==> src/pkg/timer_channel_pkg.sv <==
// Purpose: constants for one waveform/capture timer channel
// Assumes: 32-bit register port
// Notes: fields index the channel mode register
//
// Behaviour
// - capture loads every 1/2/4/8/16 selected edges
// - mode writes ignored while write protect set
// - clock select: prog, mck/8/32/128, slow, ext 0-2
// - invert bit picks falling clock edge
// - gate code ANDs external line with clock
// - stop bit halts clock on C match
// - disable bit disables clock on C match
// - event edge: none, rising, falling, both
// - event source: line B or external lines
// - line B as event source becomes input
// - enabled event resets counter, restarts a stopped clock
// - events act on output lines, except in a cycle with a software trigger
// - shape: up, up-down, each with auto trigger
// - wave bit picks waveform or capture layout
// - A match acts on line A
// - C match acts on line A
// - external event acts on line A
// - software trigger acts on line A
// - B match acts on line B
// - C match acts on line B
// - external event acts on line B
// - software trigger acts on line B
// - software trigger resets counter, restarts a stopped clock
package timer_channel_pkg;
  // register byte offsets
  localparam logic [7:0] OFF_CONTROL = 8'h00;
  localparam logic [7:0] OFF_MODE    = 8'h04;
  localparam logic [7:0] OFF_COUNT   = 8'h10;
  localparam logic [7:0] OFF_CMP_A   = 8'h14;
  localparam logic [7:0] OFF_CMP_B   = 8'h18;
  localparam logic [7:0] OFF_CMP_C   = 8'h1c;
  localparam logic [7:0] OFF_STATUS  = 8'h20;
  localparam logic [7:0] OFF_PROTECT = 8'he4;
  // channel control command bits
  localparam int CTL_CLK_ENABLE  = 0;
  localparam int CTL_CLK_DISABLE = 1;
  localparam int CTL_SOFT_TRIG   = 2;
  // status and protect bits
  localparam int STA_CLK_ENABLED = 16;
  localparam int STA_LINE_A      = 17;
  localparam int STA_LINE_B      = 18;
  localparam int PROT_ENABLE     = 0;
  // mode fields of both layouts
  localparam int F_CLK_SEL    = 0;
  localparam int F_CLK_INVERT = 3;
  localparam int F_GATE_SEL   = 4;
  localparam int F_WAVE       = 15;
  // waveform layout
  localparam int F_STOP_C     = 6;
  localparam int F_DIS_C      = 7;
  localparam int F_EV_EDGE    = 8;
  localparam int F_EV_SRC     = 10;
  localparam int F_EV_TRIG    = 12;
  localparam int F_SHAPE      = 13;
  localparam int F_A_ON_A     = 16;
  localparam int F_A_ON_C     = 18;
  localparam int F_A_ON_EV    = 20;
  localparam int F_A_ON_SW    = 22;
  localparam int F_B_ON_B     = 24;
  localparam int F_B_ON_C     = 26;
  localparam int F_B_ON_EV    = 28;
  localparam int F_B_ON_SW    = 30;
  // capture layout
  localparam int F_LOAD_A_EDGE = 16;
  localparam int F_LOAD_B_EDGE = 18;
  localparam int F_SUBSAMPLE   = 20;
  localparam logic [2:0] SUBSAMPLE_MAX = 3'h4;
  // clock source codes
  localparam logic [2:0] CLK_PROG   = 3'h0;
  localparam logic [2:0] CLK_DIV8   = 3'h1;
  localparam logic [2:0] CLK_DIV32  = 3'h2;
  localparam logic [2:0] CLK_DIV128 = 3'h3;
  localparam logic [2:0] CLK_SLOW   = 3'h4;
  localparam logic [2:0] CLK_EXT0   = 3'h5;
  // divider bit giving each divided clock
  localparam int DIV_W        = 7;
  localparam int DIV8_BIT     = 2;
  localparam int DIV32_BIT    = 4;
  localparam int DIV128_BIT   = 6;
  // synchroniser slots
  localparam int PIN_N     = 7;
  localparam int PIN_PROG  = 0;
  localparam int PIN_SLOW  = 1;
  localparam int PIN_EXT0  = 2;
  localparam int PIN_LA    = 5;
  localparam int PIN_LB    = 6;
  // edge codes and output actions
  localparam logic [1:0] EDGE_RISE = 2'h1;
  localparam logic [1:0] EDGE_FALL = 2'h2;
  localparam logic [1:0] EDGE_BOTH = 2'h3;
  localparam logic [1:0] ACT_SET    = 2'h1;
  localparam logic [1:0] ACT_CLEAR  = 2'h2;
  localparam logic [1:0] ACT_TOGGLE = 2'h3;
  // event source that makes line B an input
  localparam logic [1:0] EV_FROM_LINE_B = 2'h0;
  typedef enum logic [1:0] {
    SHAPE_UP, SHAPE_UPDOWN, SHAPE_UP_AUTO, SHAPE_UPDOWN_AUTO
  } shape_t;
endpackage

==> src/rtl/timer_channel.sv <==
// Purpose: one timer channel, waveform and capture operation
// Assumes: clk_sys is the master clock; pins are asynchronous
// Notes: all state is one struct
`timescale 1ns/1ps
module timer_channel #(
  parameter int WIDTH = 16
) (
  input  wire logic              clk_sys,
  input  wire logic              rst,
  input  wire logic [7:0]        reg_addr,
  input  wire logic [31:0]       reg_wdata,
  input  wire logic              reg_wr,
  input  wire logic              reg_rd,
  output logic      [31:0]       reg_rdata,
  input  wire logic              programmable_clock_6,
  input  wire logic              slow_clock,
  input  wire logic              external_clock_line_0,
  input  wire logic              external_clock_line_1,
  input  wire logic              external_clock_line_2,
  input  wire logic              channel_line_a_in,
  output logic                   channel_line_a_out,
  output logic                   channel_line_a_oe,
  input  wire logic              channel_line_b_in,
  output logic                   channel_line_b_out,
  output logic                   channel_line_b_oe
);

  // refuse widths the port cannot carry
  if (WIDTH < 2 || WIDTH > 32) begin : g_width_check
    $error("timer_channel: WIDTH must lie in 2..32");
  end

  typedef struct packed {
    logic [31:0]                       mode;
    logic                              protect;
    logic [WIDTH-1:0]                  cmp_a;
    logic [WIDTH-1:0]                  cmp_b;
    logic [WIDTH-1:0]                  cmp_c;
    logic [WIDTH-1:0]                  count;
    logic                              count_down;
    logic                              clk_enabled;
    logic                              clk_stopped;
    logic                              line_a;
    logic                              line_b;
    logic                              oe_a;
    logic                              oe_b;
    logic [timer_channel_pkg::DIV_W-1:0] div;
    logic [timer_channel_pkg::PIN_N-1:0] sync1;
    logic [timer_channel_pkg::PIN_N-1:0] sync2;
    logic [timer_channel_pkg::PIN_N-1:0] sync3;
    logic [timer_channel_pkg::PIN_N-1:0] pin;
    logic [timer_channel_pkg::PIN_N-1:0] pin_prev;
    logic                              src_prev;
    logic [3:0]                        sub_count;
    logic [31:0]                       rdata;
  } state_t;

  state_t state;
  state_t next_state;

  // one output action applied to a line level
  function automatic logic apply_action(input logic level,
                                        input logic [1:0] code);
    logic result;
    result = level;
    case (code)
      timer_channel_pkg::ACT_SET:    result = 1'b1;
      timer_channel_pkg::ACT_CLEAR:  result = 1'b0;
      timer_channel_pkg::ACT_TOGGLE: result = ~level;
      default:                       result = level;
    endcase
    return result;
  endfunction

  // edge match of a level pair against a two-bit edge code
  function automatic logic edge_hit(input logic now, input logic was,
                                    input logic [1:0] code);
    logic rise;
    logic fall;
    rise = now & ~was;
    fall = ~now & was;
    case (code)
      timer_channel_pkg::EDGE_RISE: edge_hit = rise;
      timer_channel_pkg::EDGE_FALL: edge_hit = fall;
      timer_channel_pkg::EDGE_BOTH: edge_hit = rise | fall;
      default:                      edge_hit = 1'b0;
    endcase
  endfunction

  logic [timer_channel_pkg::PIN_N-1:0] pins_raw;
  assign pins_raw = {channel_line_b_in, channel_line_a_in,
                     external_clock_line_2, external_clock_line_1,
                     external_clock_line_0, slow_clock,
                     programmable_clock_6};

  always_comb begin
    logic                 wave;
    logic [2:0]           clk_sel;
    logic [1:0]           gate_sel;
    logic [1:0]           ev_src;
    logic                 src_level;
    logic                 src_edge;
    logic                 gate_ok;
    logic                 tick;
    logic                 ev_now;
    logic                 ev_was;
    logic                 ev_hit;
    logic                 sw_trig;
    logic                 trig;
    logic                 b_is_output;
    logic                 a_hit;
    logic                 b_hit;
    logic                 c_hit;
    logic [1:0]           act_a;
    logic [1:0]           act_b;
    logic [WIDTH-1:0]     top;
    logic                 ld_a;
    logic                 ld_b;
    logic [3:0]           sub_last;
    logic [2:0]           sub_code;
    timer_channel_pkg::shape_t shape;
    wave        = 1'b0;
    clk_sel     = 3'h0;
    gate_sel    = 2'h0;
    ev_src      = 2'h0;
    src_level   = 1'b0;
    src_edge    = 1'b0;
    gate_ok     = 1'b0;
    tick        = 1'b0;
    ev_now      = 1'b0;
    ev_was      = 1'b0;
    ev_hit      = 1'b0;
    sw_trig     = 1'b0;
    trig        = 1'b0;
    b_is_output = 1'b0;
    a_hit       = 1'b0;
    b_hit       = 1'b0;
    c_hit       = 1'b0;
    act_a       = 2'h0;
    act_b       = 2'h0;
    top         = '1;
    ld_a        = 1'b0;
    ld_b        = 1'b0;
    sub_last    = 4'h0;
    sub_code    = 3'h0;
    shape       = timer_channel_pkg::SHAPE_UP;
    next_state  = state;

    // three-flop pin sync; stages 2 and 3 must agree
    next_state.sync1    = pins_raw;
    next_state.sync2    = state.sync1;
    next_state.sync3    = state.sync2;
    for (int i = 0; i < timer_channel_pkg::PIN_N; i++) begin
      if (state.sync2[i] == state.sync3[i]) begin
        next_state.pin[i] = state.sync3[i];
      end
    end
    next_state.pin_prev = state.pin;
    next_state.div      = state.div + 7'h01;

    wave     = state.mode[timer_channel_pkg::F_WAVE];
    clk_sel  = state.mode[timer_channel_pkg::F_CLK_SEL +: 3];
    gate_sel = state.mode[timer_channel_pkg::F_GATE_SEL +: 2];
    ev_src   = state.mode[timer_channel_pkg::F_EV_SRC +: 2];
    if (wave) begin
      shape = timer_channel_pkg::shape_t'(
                state.mode[timer_channel_pkg::F_SHAPE +: 2]);
    end

    // divided master clocks are plain levels, so all sources share one
    // edge detector; a select change may yield one spurious edge
    case (clk_sel)
      timer_channel_pkg::CLK_PROG:
        src_level = state.pin[timer_channel_pkg::PIN_PROG];
      timer_channel_pkg::CLK_DIV8:
        src_level = state.div[timer_channel_pkg::DIV8_BIT];
      timer_channel_pkg::CLK_DIV32:
        src_level = state.div[timer_channel_pkg::DIV32_BIT];
      timer_channel_pkg::CLK_DIV128:
        src_level = state.div[timer_channel_pkg::DIV128_BIT];
      timer_channel_pkg::CLK_SLOW:
        src_level = state.pin[timer_channel_pkg::PIN_SLOW];
      default:
        src_level = state.pin[timer_channel_pkg::PIN_EXT0 +
                    int'(clk_sel - timer_channel_pkg::CLK_EXT0)];
    endcase
    // invert counts falling edges
    src_level = src_level ^
                state.mode[timer_channel_pkg::F_CLK_INVERT];
    src_edge  = src_level & ~state.src_prev;
    next_state.src_prev = src_level;

    // gate sampled beside the clock edge
    gate_ok = (gate_sel == 2'h0) ||
              state.pin[timer_channel_pkg::PIN_EXT0 +
                        int'(gate_sel) - 1];
    tick = src_edge & gate_ok & state.clk_enabled & ~state.clk_stopped;

    // external event, waveform only
    if (ev_src == timer_channel_pkg::EV_FROM_LINE_B) begin
      ev_now = state.pin[timer_channel_pkg::PIN_LB];
      ev_was = state.pin_prev[timer_channel_pkg::PIN_LB];
    end else begin
      ev_now = state.pin[timer_channel_pkg::PIN_EXT0 +
                         int'(ev_src) - 1];
      ev_was = state.pin_prev[timer_channel_pkg::PIN_EXT0 +
                              int'(ev_src) - 1];
    end
    ev_hit = wave & edge_hit(ev_now, ev_was,
               state.mode[timer_channel_pkg::F_EV_EDGE +: 2]);
    b_is_output = wave &
                  (ev_src != timer_channel_pkg::EV_FROM_LINE_B);

    sw_trig = reg_wr && reg_addr == timer_channel_pkg::OFF_CONTROL &&
              reg_wdata[timer_channel_pkg::CTL_SOFT_TRIG];
    trig = sw_trig |
           (ev_hit & state.mode[timer_channel_pkg::F_EV_TRIG]);

    // top is C in the auto-trigger shapes
    if (shape == timer_channel_pkg::SHAPE_UP_AUTO ||
        shape == timer_channel_pkg::SHAPE_UPDOWN_AUTO) begin
      top = state.cmp_c;
    end
    if (trig) begin
      next_state.count       = '0;
      next_state.count_down  = 1'b0;
      next_state.clk_stopped = 1'b0;
    end else if (tick) begin
      unique case (shape)
        timer_channel_pkg::SHAPE_UP: begin
          next_state.count = state.count + WIDTH'(1);
        end
        timer_channel_pkg::SHAPE_UP_AUTO: begin
          if (state.count == top) begin
            next_state.count = '0;
          end else begin
            next_state.count = state.count + WIDTH'(1);
          end
        end
        timer_channel_pkg::SHAPE_UPDOWN,
        timer_channel_pkg::SHAPE_UPDOWN_AUTO: begin
          if (!state.count_down) begin
            if (state.count == top) begin
              next_state.count_down = 1'b1;
              next_state.count      = state.count - WIDTH'(1);
            end else begin
              next_state.count = state.count + WIDTH'(1);
            end
          end else if (state.count == '0) begin
            next_state.count_down = 1'b0;
            next_state.count      = WIDTH'(1);
          end else begin
            next_state.count = state.count - WIDTH'(1);
          end
        end
      endcase
      a_hit = wave && next_state.count == state.cmp_a;
      b_hit = wave && next_state.count == state.cmp_b;
      c_hit = wave && next_state.count == state.cmp_c;
    end

    // C match stops or disables the counter clock
    if (c_hit && state.mode[timer_channel_pkg::F_STOP_C]) begin
      next_state.clk_stopped = 1'b1;
    end
    if (c_hit && state.mode[timer_channel_pkg::F_DIS_C]) begin
      next_state.clk_enabled = 1'b0;
    end

    // line actions, one per line per cycle, highest source wins
    if (sw_trig) begin
      act_a = state.mode[timer_channel_pkg::F_A_ON_SW +: 2];
      act_b = state.mode[timer_channel_pkg::F_B_ON_SW +: 2];
    end else if (ev_hit) begin
      act_a = state.mode[timer_channel_pkg::F_A_ON_EV +: 2];
      act_b = state.mode[timer_channel_pkg::F_B_ON_EV +: 2];
    end else if (c_hit) begin
      act_a = state.mode[timer_channel_pkg::F_A_ON_C +: 2];
      act_b = state.mode[timer_channel_pkg::F_B_ON_C +: 2];
    end else begin
      if (a_hit) begin
        act_a = state.mode[timer_channel_pkg::F_A_ON_A +: 2];
      end
      if (b_hit) begin
        act_b = state.mode[timer_channel_pkg::F_B_ON_B +: 2];
      end
    end
    if (wave) begin
      next_state.line_a = apply_action(state.line_a, act_a);
    end
    if (b_is_output) begin
      next_state.line_b = apply_action(state.line_b, act_b);
    end
    next_state.oe_a = wave;
    next_state.oe_b = b_is_output;

    // capture loads on line A edges, thinned by the ratio
    if (!wave) begin
      ld_a = edge_hit(state.pin[timer_channel_pkg::PIN_LA],
               state.pin_prev[timer_channel_pkg::PIN_LA],
               state.mode[timer_channel_pkg::F_LOAD_A_EDGE +: 2]);
      ld_b = edge_hit(state.pin[timer_channel_pkg::PIN_LA],
               state.pin_prev[timer_channel_pkg::PIN_LA],
               state.mode[timer_channel_pkg::F_LOAD_B_EDGE +: 2]);
      sub_code = state.mode[timer_channel_pkg::F_SUBSAMPLE +: 3];
      // codes above the largest ratio act as the largest
      if (sub_code > timer_channel_pkg::SUBSAMPLE_MAX) begin
        sub_code = timer_channel_pkg::SUBSAMPLE_MAX;
      end
      sub_last = 4'((5'h01 << sub_code) - 5'h01);
      if (ld_a || ld_b) begin
        if (state.sub_count >= sub_last) begin
          next_state.sub_count = 4'h0;
          if (ld_a) begin
            next_state.cmp_a = state.count;
          end
          if (ld_b) begin
            next_state.cmp_b = state.count;
          end
        end else begin
          next_state.sub_count = state.sub_count + 4'h1;
        end
      end
    end

    // register writes; protected ones drop silently
    if (reg_wr) begin
      case (reg_addr)
        timer_channel_pkg::OFF_CONTROL: begin
          // disable command beats enable in the same write
          if (reg_wdata[timer_channel_pkg::CTL_CLK_DISABLE]) begin
            next_state.clk_enabled = 1'b0;
          end else if (reg_wdata[timer_channel_pkg::CTL_CLK_ENABLE]) begin
            next_state.clk_enabled = 1'b1;
          end
        end
        timer_channel_pkg::OFF_MODE: begin
          if (!state.protect) begin
            next_state.mode = reg_wdata;
          end
        end
        timer_channel_pkg::OFF_CMP_A: begin
          if (!state.protect && wave) begin
            next_state.cmp_a = reg_wdata[WIDTH-1:0];
          end
        end
        timer_channel_pkg::OFF_CMP_B: begin
          if (!state.protect && wave) begin
            next_state.cmp_b = reg_wdata[WIDTH-1:0];
          end
        end
        timer_channel_pkg::OFF_CMP_C: begin
          if (!state.protect) begin
            next_state.cmp_c = reg_wdata[WIDTH-1:0];
          end
        end
        timer_channel_pkg::OFF_PROTECT: begin
          next_state.protect = reg_wdata[timer_channel_pkg::PROT_ENABLE];
        end
        default: begin
        end
      endcase
    end

    // read data stands for exactly the cycle after the strobe
    next_state.rdata = 32'h0000_0000;
    if (reg_rd) begin
      case (reg_addr)
        timer_channel_pkg::OFF_MODE:
          next_state.rdata = state.mode;
        timer_channel_pkg::OFF_COUNT:
          next_state.rdata = 32'(state.count);
        timer_channel_pkg::OFF_CMP_A:
          next_state.rdata = 32'(state.cmp_a);
        timer_channel_pkg::OFF_CMP_B:
          next_state.rdata = 32'(state.cmp_b);
        timer_channel_pkg::OFF_CMP_C:
          next_state.rdata = 32'(state.cmp_c);
        timer_channel_pkg::OFF_STATUS: begin
          next_state.rdata[timer_channel_pkg::STA_CLK_ENABLED] =
            state.clk_enabled;
          next_state.rdata[timer_channel_pkg::STA_LINE_A] = state.line_a;
          next_state.rdata[timer_channel_pkg::STA_LINE_B] =
            b_is_output ? state.line_b :
                          state.pin[timer_channel_pkg::PIN_LB];
        end
        timer_channel_pkg::OFF_PROTECT:
          next_state.rdata[timer_channel_pkg::PROT_ENABLE] = state.protect;
        default:
          next_state.rdata = 32'h0000_0000;
      endcase
    end
  end

  // single state register, synchronous reset
  always_ff @(posedge clk_sys) begin
    if (rst) begin
      state <= '0;
    end else begin
      state <= next_state;
    end
  end

  assign reg_rdata          = state.rdata;
  assign channel_line_a_out = state.line_a;
  assign channel_line_a_oe  = state.oe_a;
  assign channel_line_b_out = state.line_b;
  assign channel_line_b_oe  = state.oe_b;

endmodule
==> config.mk <==
export PLATFORM = sky130hd
export DESIGN_NAME = timer_channel
export DESIGN_NICKNAME = d
export VERILOG_FILES = /design/src/pkg/timer_channel_pkg.sv /design/src/rtl/timer_channel.sv
export SDC_FILE = /design/constraint.sdc
export NUM_CORES = 1
export LEC_CHECK = 0
export BUFFER_PORTS_ARGS = -buffer_cell sky130_fd_sc_hd__buf_2
export CORE_MARGIN = 1
export CORE_UTILIZATION = 50
export CTS_BUF_LIST = sky130_fd_sc_hd__clkbuf_8
export CTS_CLUSTER_DIAMETER = 80
export CTS_CLUSTER_SIZE = 20
export DETAILED_ROUTE_END_ITERATION = 7
export HOLD_SLACK_MARGIN = 0.03
export PLACE_DENSITY = 0.78
export REMOVE_ABC_BUFFERS = 1
export SLEW_MARGIN = 20
export SYNTH_ARGS = -nofsm -noshare
export SYNTH_HDL_FRONTEND = slang
export SYNTH_SLANG_ARGS = --single-unit
==> constraint.sdc <==
create_clock -name clk_sys -period 12.42 [get_ports clk_sys]
set_input_delay 0.621 -clock clk_sys [delete_from_list [all_inputs] [get_ports clk_sys]]
set_output_delay 0.621 -clock clk_sys [all_outputs]
set_load 0.005 [all_outputs]
==> results of run 1 <==
==> registers in the layout, indices dropped and copies added (netlist names) <==
register / flops
state: 125
reg_rdata: 32
next_state: 22
channel_line_a_oe: 1
channel_line_a_out: 1
channel_line_b_oe: 1
channel_line_b_out: 1
==> area by class of cell <==
class	instances	share of cell area
diodes	1	0.000228
clock inverters	15	0.0165
well taps	270	0.0308
inverters	27	0.00924
clock buffers	17	0.0213
repair buffers	94	0.0449
flip-flops and latches	183	0.334
multi-input cells	923	0.543
==> cells in the mapped netlist (all sizes together) (4+ instances only) <==
library cell  number  share of area
nand2            188          0.069
dfxtp            183           0.35
a21oi            118          0.059
nor2             105          0.039
clkbuf            72          0.026
buf               46          0.033
nor2b             40          0.024
a211oi            37          0.027
mux2i             37          0.036
xnor2             34          0.029
o21ai             27          0.013
xor2              27          0.023
and2              26          0.016
inv               26         0.0094
nand3             23          0.011
nor3              23          0.012
ha                22          0.027
mux2              18          0.020
a222oi            16          0.016
nor4              15          0.012
and3              11         0.0067
or3               10         0.0070
a221oi             8         0.0068
nand2b             8         0.0048
nand4              8         0.0048
o22ai              8         0.0048
a22oi              7         0.0051
a311oi             7         0.0065
nor3b              7         0.0051
a2111oi            5         0.0044
a22o               5         0.0042
and4               5         0.0042
nand4b             5         0.0042
o211a              5         0.0048
o211ai             5         0.0036
or4                5         0.0047
a32o               4         0.0040
and4b              4         0.0039
mux4               4         0.0087
nor4b              4         0.0061
o21a               4         0.0029
o32ai              4         0.0063
or2                4         0.0024
==> cells by family (layout without fill, tap and decap cells) <==
kind of cell,after synthesis,in the layout,synth area share
and+or+nand+nor,492,492,0.238
DFF,183,183,0.355
adders and majority gates,22,22,0.0266
other,0,1,0
AOI/OAI and AO/OA,289,289,0.195
xor gates and xnor gates,61,61,0.0517
muxes,59,59,0.0642
buffers and inverters,145,153,0.0690
==> metrics by stage <==
step / hold WS, ns / utilization
5_1_grt: 0.344 / 0.542
4_1_cts: 0.332 / 0.542
2_1_floorplan: 0.408 / -
3_5_place_dp: 0.425 / 0.522
6_report: 0.344 / 0.542
3_3_place_gp: 0.416 / 0.522
==> power breakdown <==
group	internal (mW)	total, mW	switching (mW)
clock network	0.187	0.421	0.235
logic	0.0107	0.0301	0.0194
registers	0.590	0.592	0.00201
total	0.788	1.04	0.256
==> per-layer routing <==
| metal | track usage | vias to the layer above | part of all wire |
|---|---|---|---|
| met5 | 0 | - | 0 |
| met4 | 0.0847 | 0 | 0.017 |
| met3 | 0.0439 | 51 | 0.084 |
| met2 | 0.428 | 481 | 0.46 |
| met1 | 0.372 | 4293 | 0.44 |
| li1 | - | 4399 | - |
==> worst paths after layout <==
| kind | end | slack (ns) |
|---|---|---|
| max reg2reg | channel_line_b_out$_SDFFE_PP0P_ | 7.04 |
| max | channel_line_b_out$_SDFFE_PP0P_ | 7.04 |
| min reg2reg | next_state[51]$_SDFF_PP0_ | 0.44 |
| min | next_state[64]$_SDFF_PP0_ | 0.34 |
==> flow_summary.yaml, run 1 <==
critical_path:
  crit_path_end_kind: "register"
  max_stage_delay_ns: 0.99
  r2r_cells: 12
  cp.depth: 12
  critical_path_class: "register to register"
  reg2reg_from: "next_state[80]$_SDFFE_PP0P_"
  crit_arrival_ns: 5.74
  path_buf_inv: 0
  crit_slowest_cell: "dfxtp_1"
  path_cells: "and2_4 -> nor4b_2 -> o32ai_2 -> o41ai_4 -> nand2_2 -> o221a_1 -> a2111oi_0 -> or4_4 -> nor3_1 -> a2111oi_1 -> a221o_1 -> nand3_1"
  start_kind: "register"
  crit_path_max_fanout: 27
  crit_required_ns: 12.78
  crit_path_start: "next_state[80]$_SDFFE_PP0P_"
  crit_family: "compound AO/OA/AOI/OAI gates"
floorplan:
  start_util: 0.511
  die_x_um: 146
  die_area_sq_um: 21200
  rows: 52
  io-pin-count: 87
  die_h_um: 146
  core_area_sq_um: 20200
sta:
  fin_crit_ns: 5.38
  timing.fmax_mhz: 186
  tightestPinTransition_ns: 1.11
  fin_ws_ns: 7.04
  finalCritPeriodShare: 0.433
  rsz0062_at_grt: "no"
  finalClockSkew_ns: 0.0170
  finalSetupTns_ns: 0
  finalSetupViolCount: 0
  slew_headroom: 0.258
  drv_slew: 0
  hold_viol_final: 0
final_layout:
  nets: 1319
  area_delta_synth_final_pct: 6.19
  fin_area_sq_um: 11000
  instances_no_fill: 1530
  seqCellArea_sq_um: 3660
  multi_input_area_sq_um: 5960
  layout_commonest_cell: "nand2_1"
  drive_gt1_frac: 0.147
  n_fill_cell: 1882
  final_cell_mix: "nand2_1, dfxtp_1, a21oi_1"
clocking:
  cts_made_buffers: 17
  cts_resized: 0
  postCtsSetupBuffers: 0
  tritoncts: "built"
  clk_latency_ns: 0.48
  clkSinkCount: 183
  clk_transition_reported_paths_ns: 0.11
  htreeDepth: 4
  ctsHoldBuffers: 0
  root_buffer: "clkbuf_8"
  clk_path_buf_depth: 2
routing:
  postRouteAntennaNets: 0
  drt_iter0_drc: 1100
  vias: 9224
  wl_per_cell_um: 18.9
  drtPass1Iterations: 8
  wl_um: 28900
  route.detailed.drc: 3
  viasPerCell: 6.03
run_status:
  failed_checks: "DRC"
  outcome: "finished, violations left"
logic_synthesis:
  synth_cells: 1251
  ys_warn_count: 0
  synth_ff_type: "dfxtp_1"
  syn_area_sq_um: 10300
  synth-edff-count: 0
  synth.avg_cell_area_sq_um: 8.26
  yosysSeqAreaShare: 0.355
  synthArstFlopShare: 0
  synth_cell_types: 85
  ys_ff_latch: 183
global_route:
  antenna_found_initial: 0
  grt_max_degree: 71
  overflow: 0
  grt_first_pass_wirelength_um: 45300
  grt_pass1_vias: 8206
  track_usage: 0.269
min_path:
  hp-class: "input pin to register"
  hp-start: "channel_line_b_in"
  hold_depth: 2
job:
  maxCapViolCount: 0
power:
  p_leak_nw: 4.14
  p_per_area_nw_per_um2: 95.1
  ir_drop_uv: 98.0
  p_total_mw: 1.04
placed_design:
  dpl_cell_area_sq_um: 10600
  place_inst: 1497
  port_buffers: 86
  gp_congestion: 0.980
  post-place-ws_ns: 7.19
  dp_hpwl_um: 20700
(Power assumes the default switching activity.)
==> inputs of run 2 (changes only) <==
- ABC_AREA: not set -> 1
- PLACE_DENSITY: 0.78 -> 0.8
- clock period: 12.42 -> 4.9 ns (I/O delays scaled with it)
==> run 2 against run 1 <==
The flow now finishes without violations. Setup slack worse by 6.4 ns. Register-to-register slack worse by 6.4 ns. Sequential power increased to 2.5 times the previous value. Non-clock buffer count up 25. Clock power grew to 2.7 times the previous value. First-iteration DRC count shrank 4.3%. Flip-flop and latch count unchanged. Die area up 0.15%. Via count grew 16%. Clock skew grew 0.0044 ns.
==> flow_summary.yaml, run 2 <==
run_status:
  outcome: "finished clean"
logic_synthesis:
  yosysTopAreaCell: "dfxtp_1"
  synth-edff-count: 0
  yosysSeqAreaShare: 0.354
  synth.avg_cell_area_sq_um: 6.72
  synth_cell_types: 44
  synth_top_area_frac: 0.354
  ys_ff_latch: 183
  syn_area_sq_um: 10300
  ys_warn_count: 0
  synthArstFlopShare: 0
  yosys-top-cells-count: "nand2_1, inv_1, dfxtp_1"
  synth_cells: 1539
  synth_ff_type: "dfxtp_1"
  synth.area.top_cells: "dfxtp_1, nand2_1, inv_1, a21oi_1, nor2_1"
  yosysMostFrequentCell: "nand2_1"
clocking:
  clkSinkCount: 183
  cts_made_buffers: 17
  clk_transition_reported_paths_ns: 0.13
  cts_resized: 0
  clk_latency_ns: 0.50
  root_buffer: "clkbuf_8"
  htreeDepth: 4
  clk_path_buf_depth: 2
  tritoncts: "built"
floorplan:
  die_x_um: 146
  die_area_sq_um: 21300
  rows: 52
  core_area_sq_um: 20200
  die_h_um: 146
  start_util: 0.511
  io-pin-count: 87
placed_design:
  post-place-ws_ns: 0.781
  dp_hpwl_um: 23400
  place_inst: 1812
  gp_congestion: 1.07
  port_buffers: 86
job:
  maxCapViolCount: 0
critical_path:
  critical_path_class: "register to register"
  crit_arrival_ns: 4.62
  r2r_setup_slack_ns: 0.69
  crit_required_ns: 5.31
  crit_path_end_kind: "register"
  start_kind: "register"
  crit_path_max_fanout: 12
global_route:
  grt_max_degree: 70
  grt_first_pass_wirelength_um: 50800
  grt_pass1_vias: 9672
  use_met3: 0.0483
  overflow: 0
  antenna_found_initial: 0
  use_met2: 0.483
  track_usage: 0.302
  grt.busiest_layer: "met2"
  grtUsageMet1: 0.392
routing:
  postRouteAntennaNets: 0
  wl_per_cell_um: 17.3
  drt_iter0_drc: 1053
  route.detailed.drc: 0
  viasPerCell: 5.75
  vias: 10700
  drtPass1Iterations: 8
  wl_um: 32100
final_layout:
  layout_commonest_cell: "nand2_1"
  drive_gt1_frac: 0.111
  area_delta_synth_final_pct: 9.32
  instances_no_fill: 1860
  final_cell_mix: "nand2_1, inv_1, dfxtp_1"
  final_core_util: 0.559
  nets: 1650
  largest_reg_flops: 125
  antennaDiodeCount: 0
  largest_register: "state"
min_path:
  hp-class: "input pin to register"
sta:
  finalCritPeriodShare: 0.860
  finalSetupTns_ns: 0
  fin_ws_ns: 0.686
  drv_slew: 0
  timing.fmax_mhz: 237
  fin_crit_ns: 4.21
  whs_ns: 0.0298
  tightestPinTransition_ns: 1.19
  rsz0062_at_grt: "no"
  finalSetupViolCount: 0
  slew_headroom: 0.206
  finalClockSkew_ns: 0.0214
  hold_viol_final: 0
power:
  intPower_mw: 1.95
  p_clk_frac: 0.413
  p_leak_nw: 4.81
  seqPwrFrac: 0.550
  swShare: 0.286
  p_per_area_nw_per_um2: 241
  ir_drop_uv: 178
  comb_power_share: 0.037
  switchingPower_uw: 781
run 2: metrics by stage:
stage	power [mW]	area (sq um)
floorplan	1.57	9790
global placement	1.62	10700
detailed placement	1.62	10700
CTS	2.73	11300
global route	2.80	11300
finish	2.73	11300
run 2: repair_timing:
action                                  CTS  global route
hold buffers                             16             0
buffers inserted                          0             0
hold endpoints to repair                 16             0
endpoints found under the setup margin    0             0
run 2: worst paths after layout:
path / from / endpoint / depth (start not counted)
worst max-delay path: state[161]$_SDFFE_PP0P_ / channel_line_b_out$_SDFFE_PP0P_ / 26
worst min-delay path: reg_wdata[17] / state[168]$_SDFFE_PP0P_ / 3
worst max register to register: state[161]$_SDFFE_PP0P_ / channel_line_b_out$_SDFFE_PP0P_ / 26
worst min register to register: next_state[61]$_SDFF_PP0_ / next_state[54]$_SDFF_PP0_ / 2
run 2: logic make-up (layout without fill, tap and decap cells):
| logic type | after synthesis | in the layout | synth area share |
|---|---|---|---|
| AND/OR/NAND/NOR | 635 | 635 | 0.271 |
| adder cells (fa/ha/maj) | 22 | 22 | 0.0266 |
| XOR/XNOR | 34 | 34 | 0.0288 |
| buffers and inverters | 318 | 369 | 0.133 |
| flip-flops | 183 | 183 | 0.354 |
| AO/OA/AOI/OAI | 347 | 347 | 0.187 |
run 2: critical path: stages, from the launching register on:
cell	delay, ns
dfxtp_1	0.59
inv_1	0.21
ha_1	0.43
o311ai_0	0.40
o211ai_1	0.14
o21ai_0	0.14
inv_1	0.08
ha_1	0.18
nand2_1	0.06
a21oi_1	0.05
and2_1	0.22
nand2_1	0.09
nand3_1	0.08
nor2_1	0.20
nand3_1	0.10
nor2_1	0.09
nand2_1	0.05
nor2_1	0.15
nand2_1	0.07
nor2_1	0.33
nand3_1	0.14
nand2_1	0.09
nand2_1	0.05
nand2_1	0.05
nand2_1	0.05
nand2_1	0.05
nor2_1	0.04
run 2: layout make-up:
type | instances | area (sq um)
Clock buffer | 17 | 234
Sequential cell | 183 | 3660
Fill cell | 1935 | 8920
Inverter | 218 | 818
Tap cell | 270 | 338
Timing Repair Buffer | 119 | 718
Multi-Input combinational cell | 1038 | 5320
Clock inverter | 15 | 218
run 2: layer usage:
| layer | share of wire | vias up |
|---|---|---|
| met2 | 0.45 | 592 |
| met4 | 0.044 | 0 |
| met1 | 0.41 | 4885 |
| met3 | 0.097 | 127 |
| met5 | 0 | - |
| li1 | - | 5098 |
run 2: power by group through the flow:
stage               combinational [mW]  sequential, mW  clock [mW]
floorplan                       0.0352            1.53           0
global placement                0.0871            1.54           0
detailed placement              0.0885            1.54           0
CTS                             0.0985            1.50        1.13
global route                     0.111            1.50        1.19
finish                           0.101            1.50        1.13
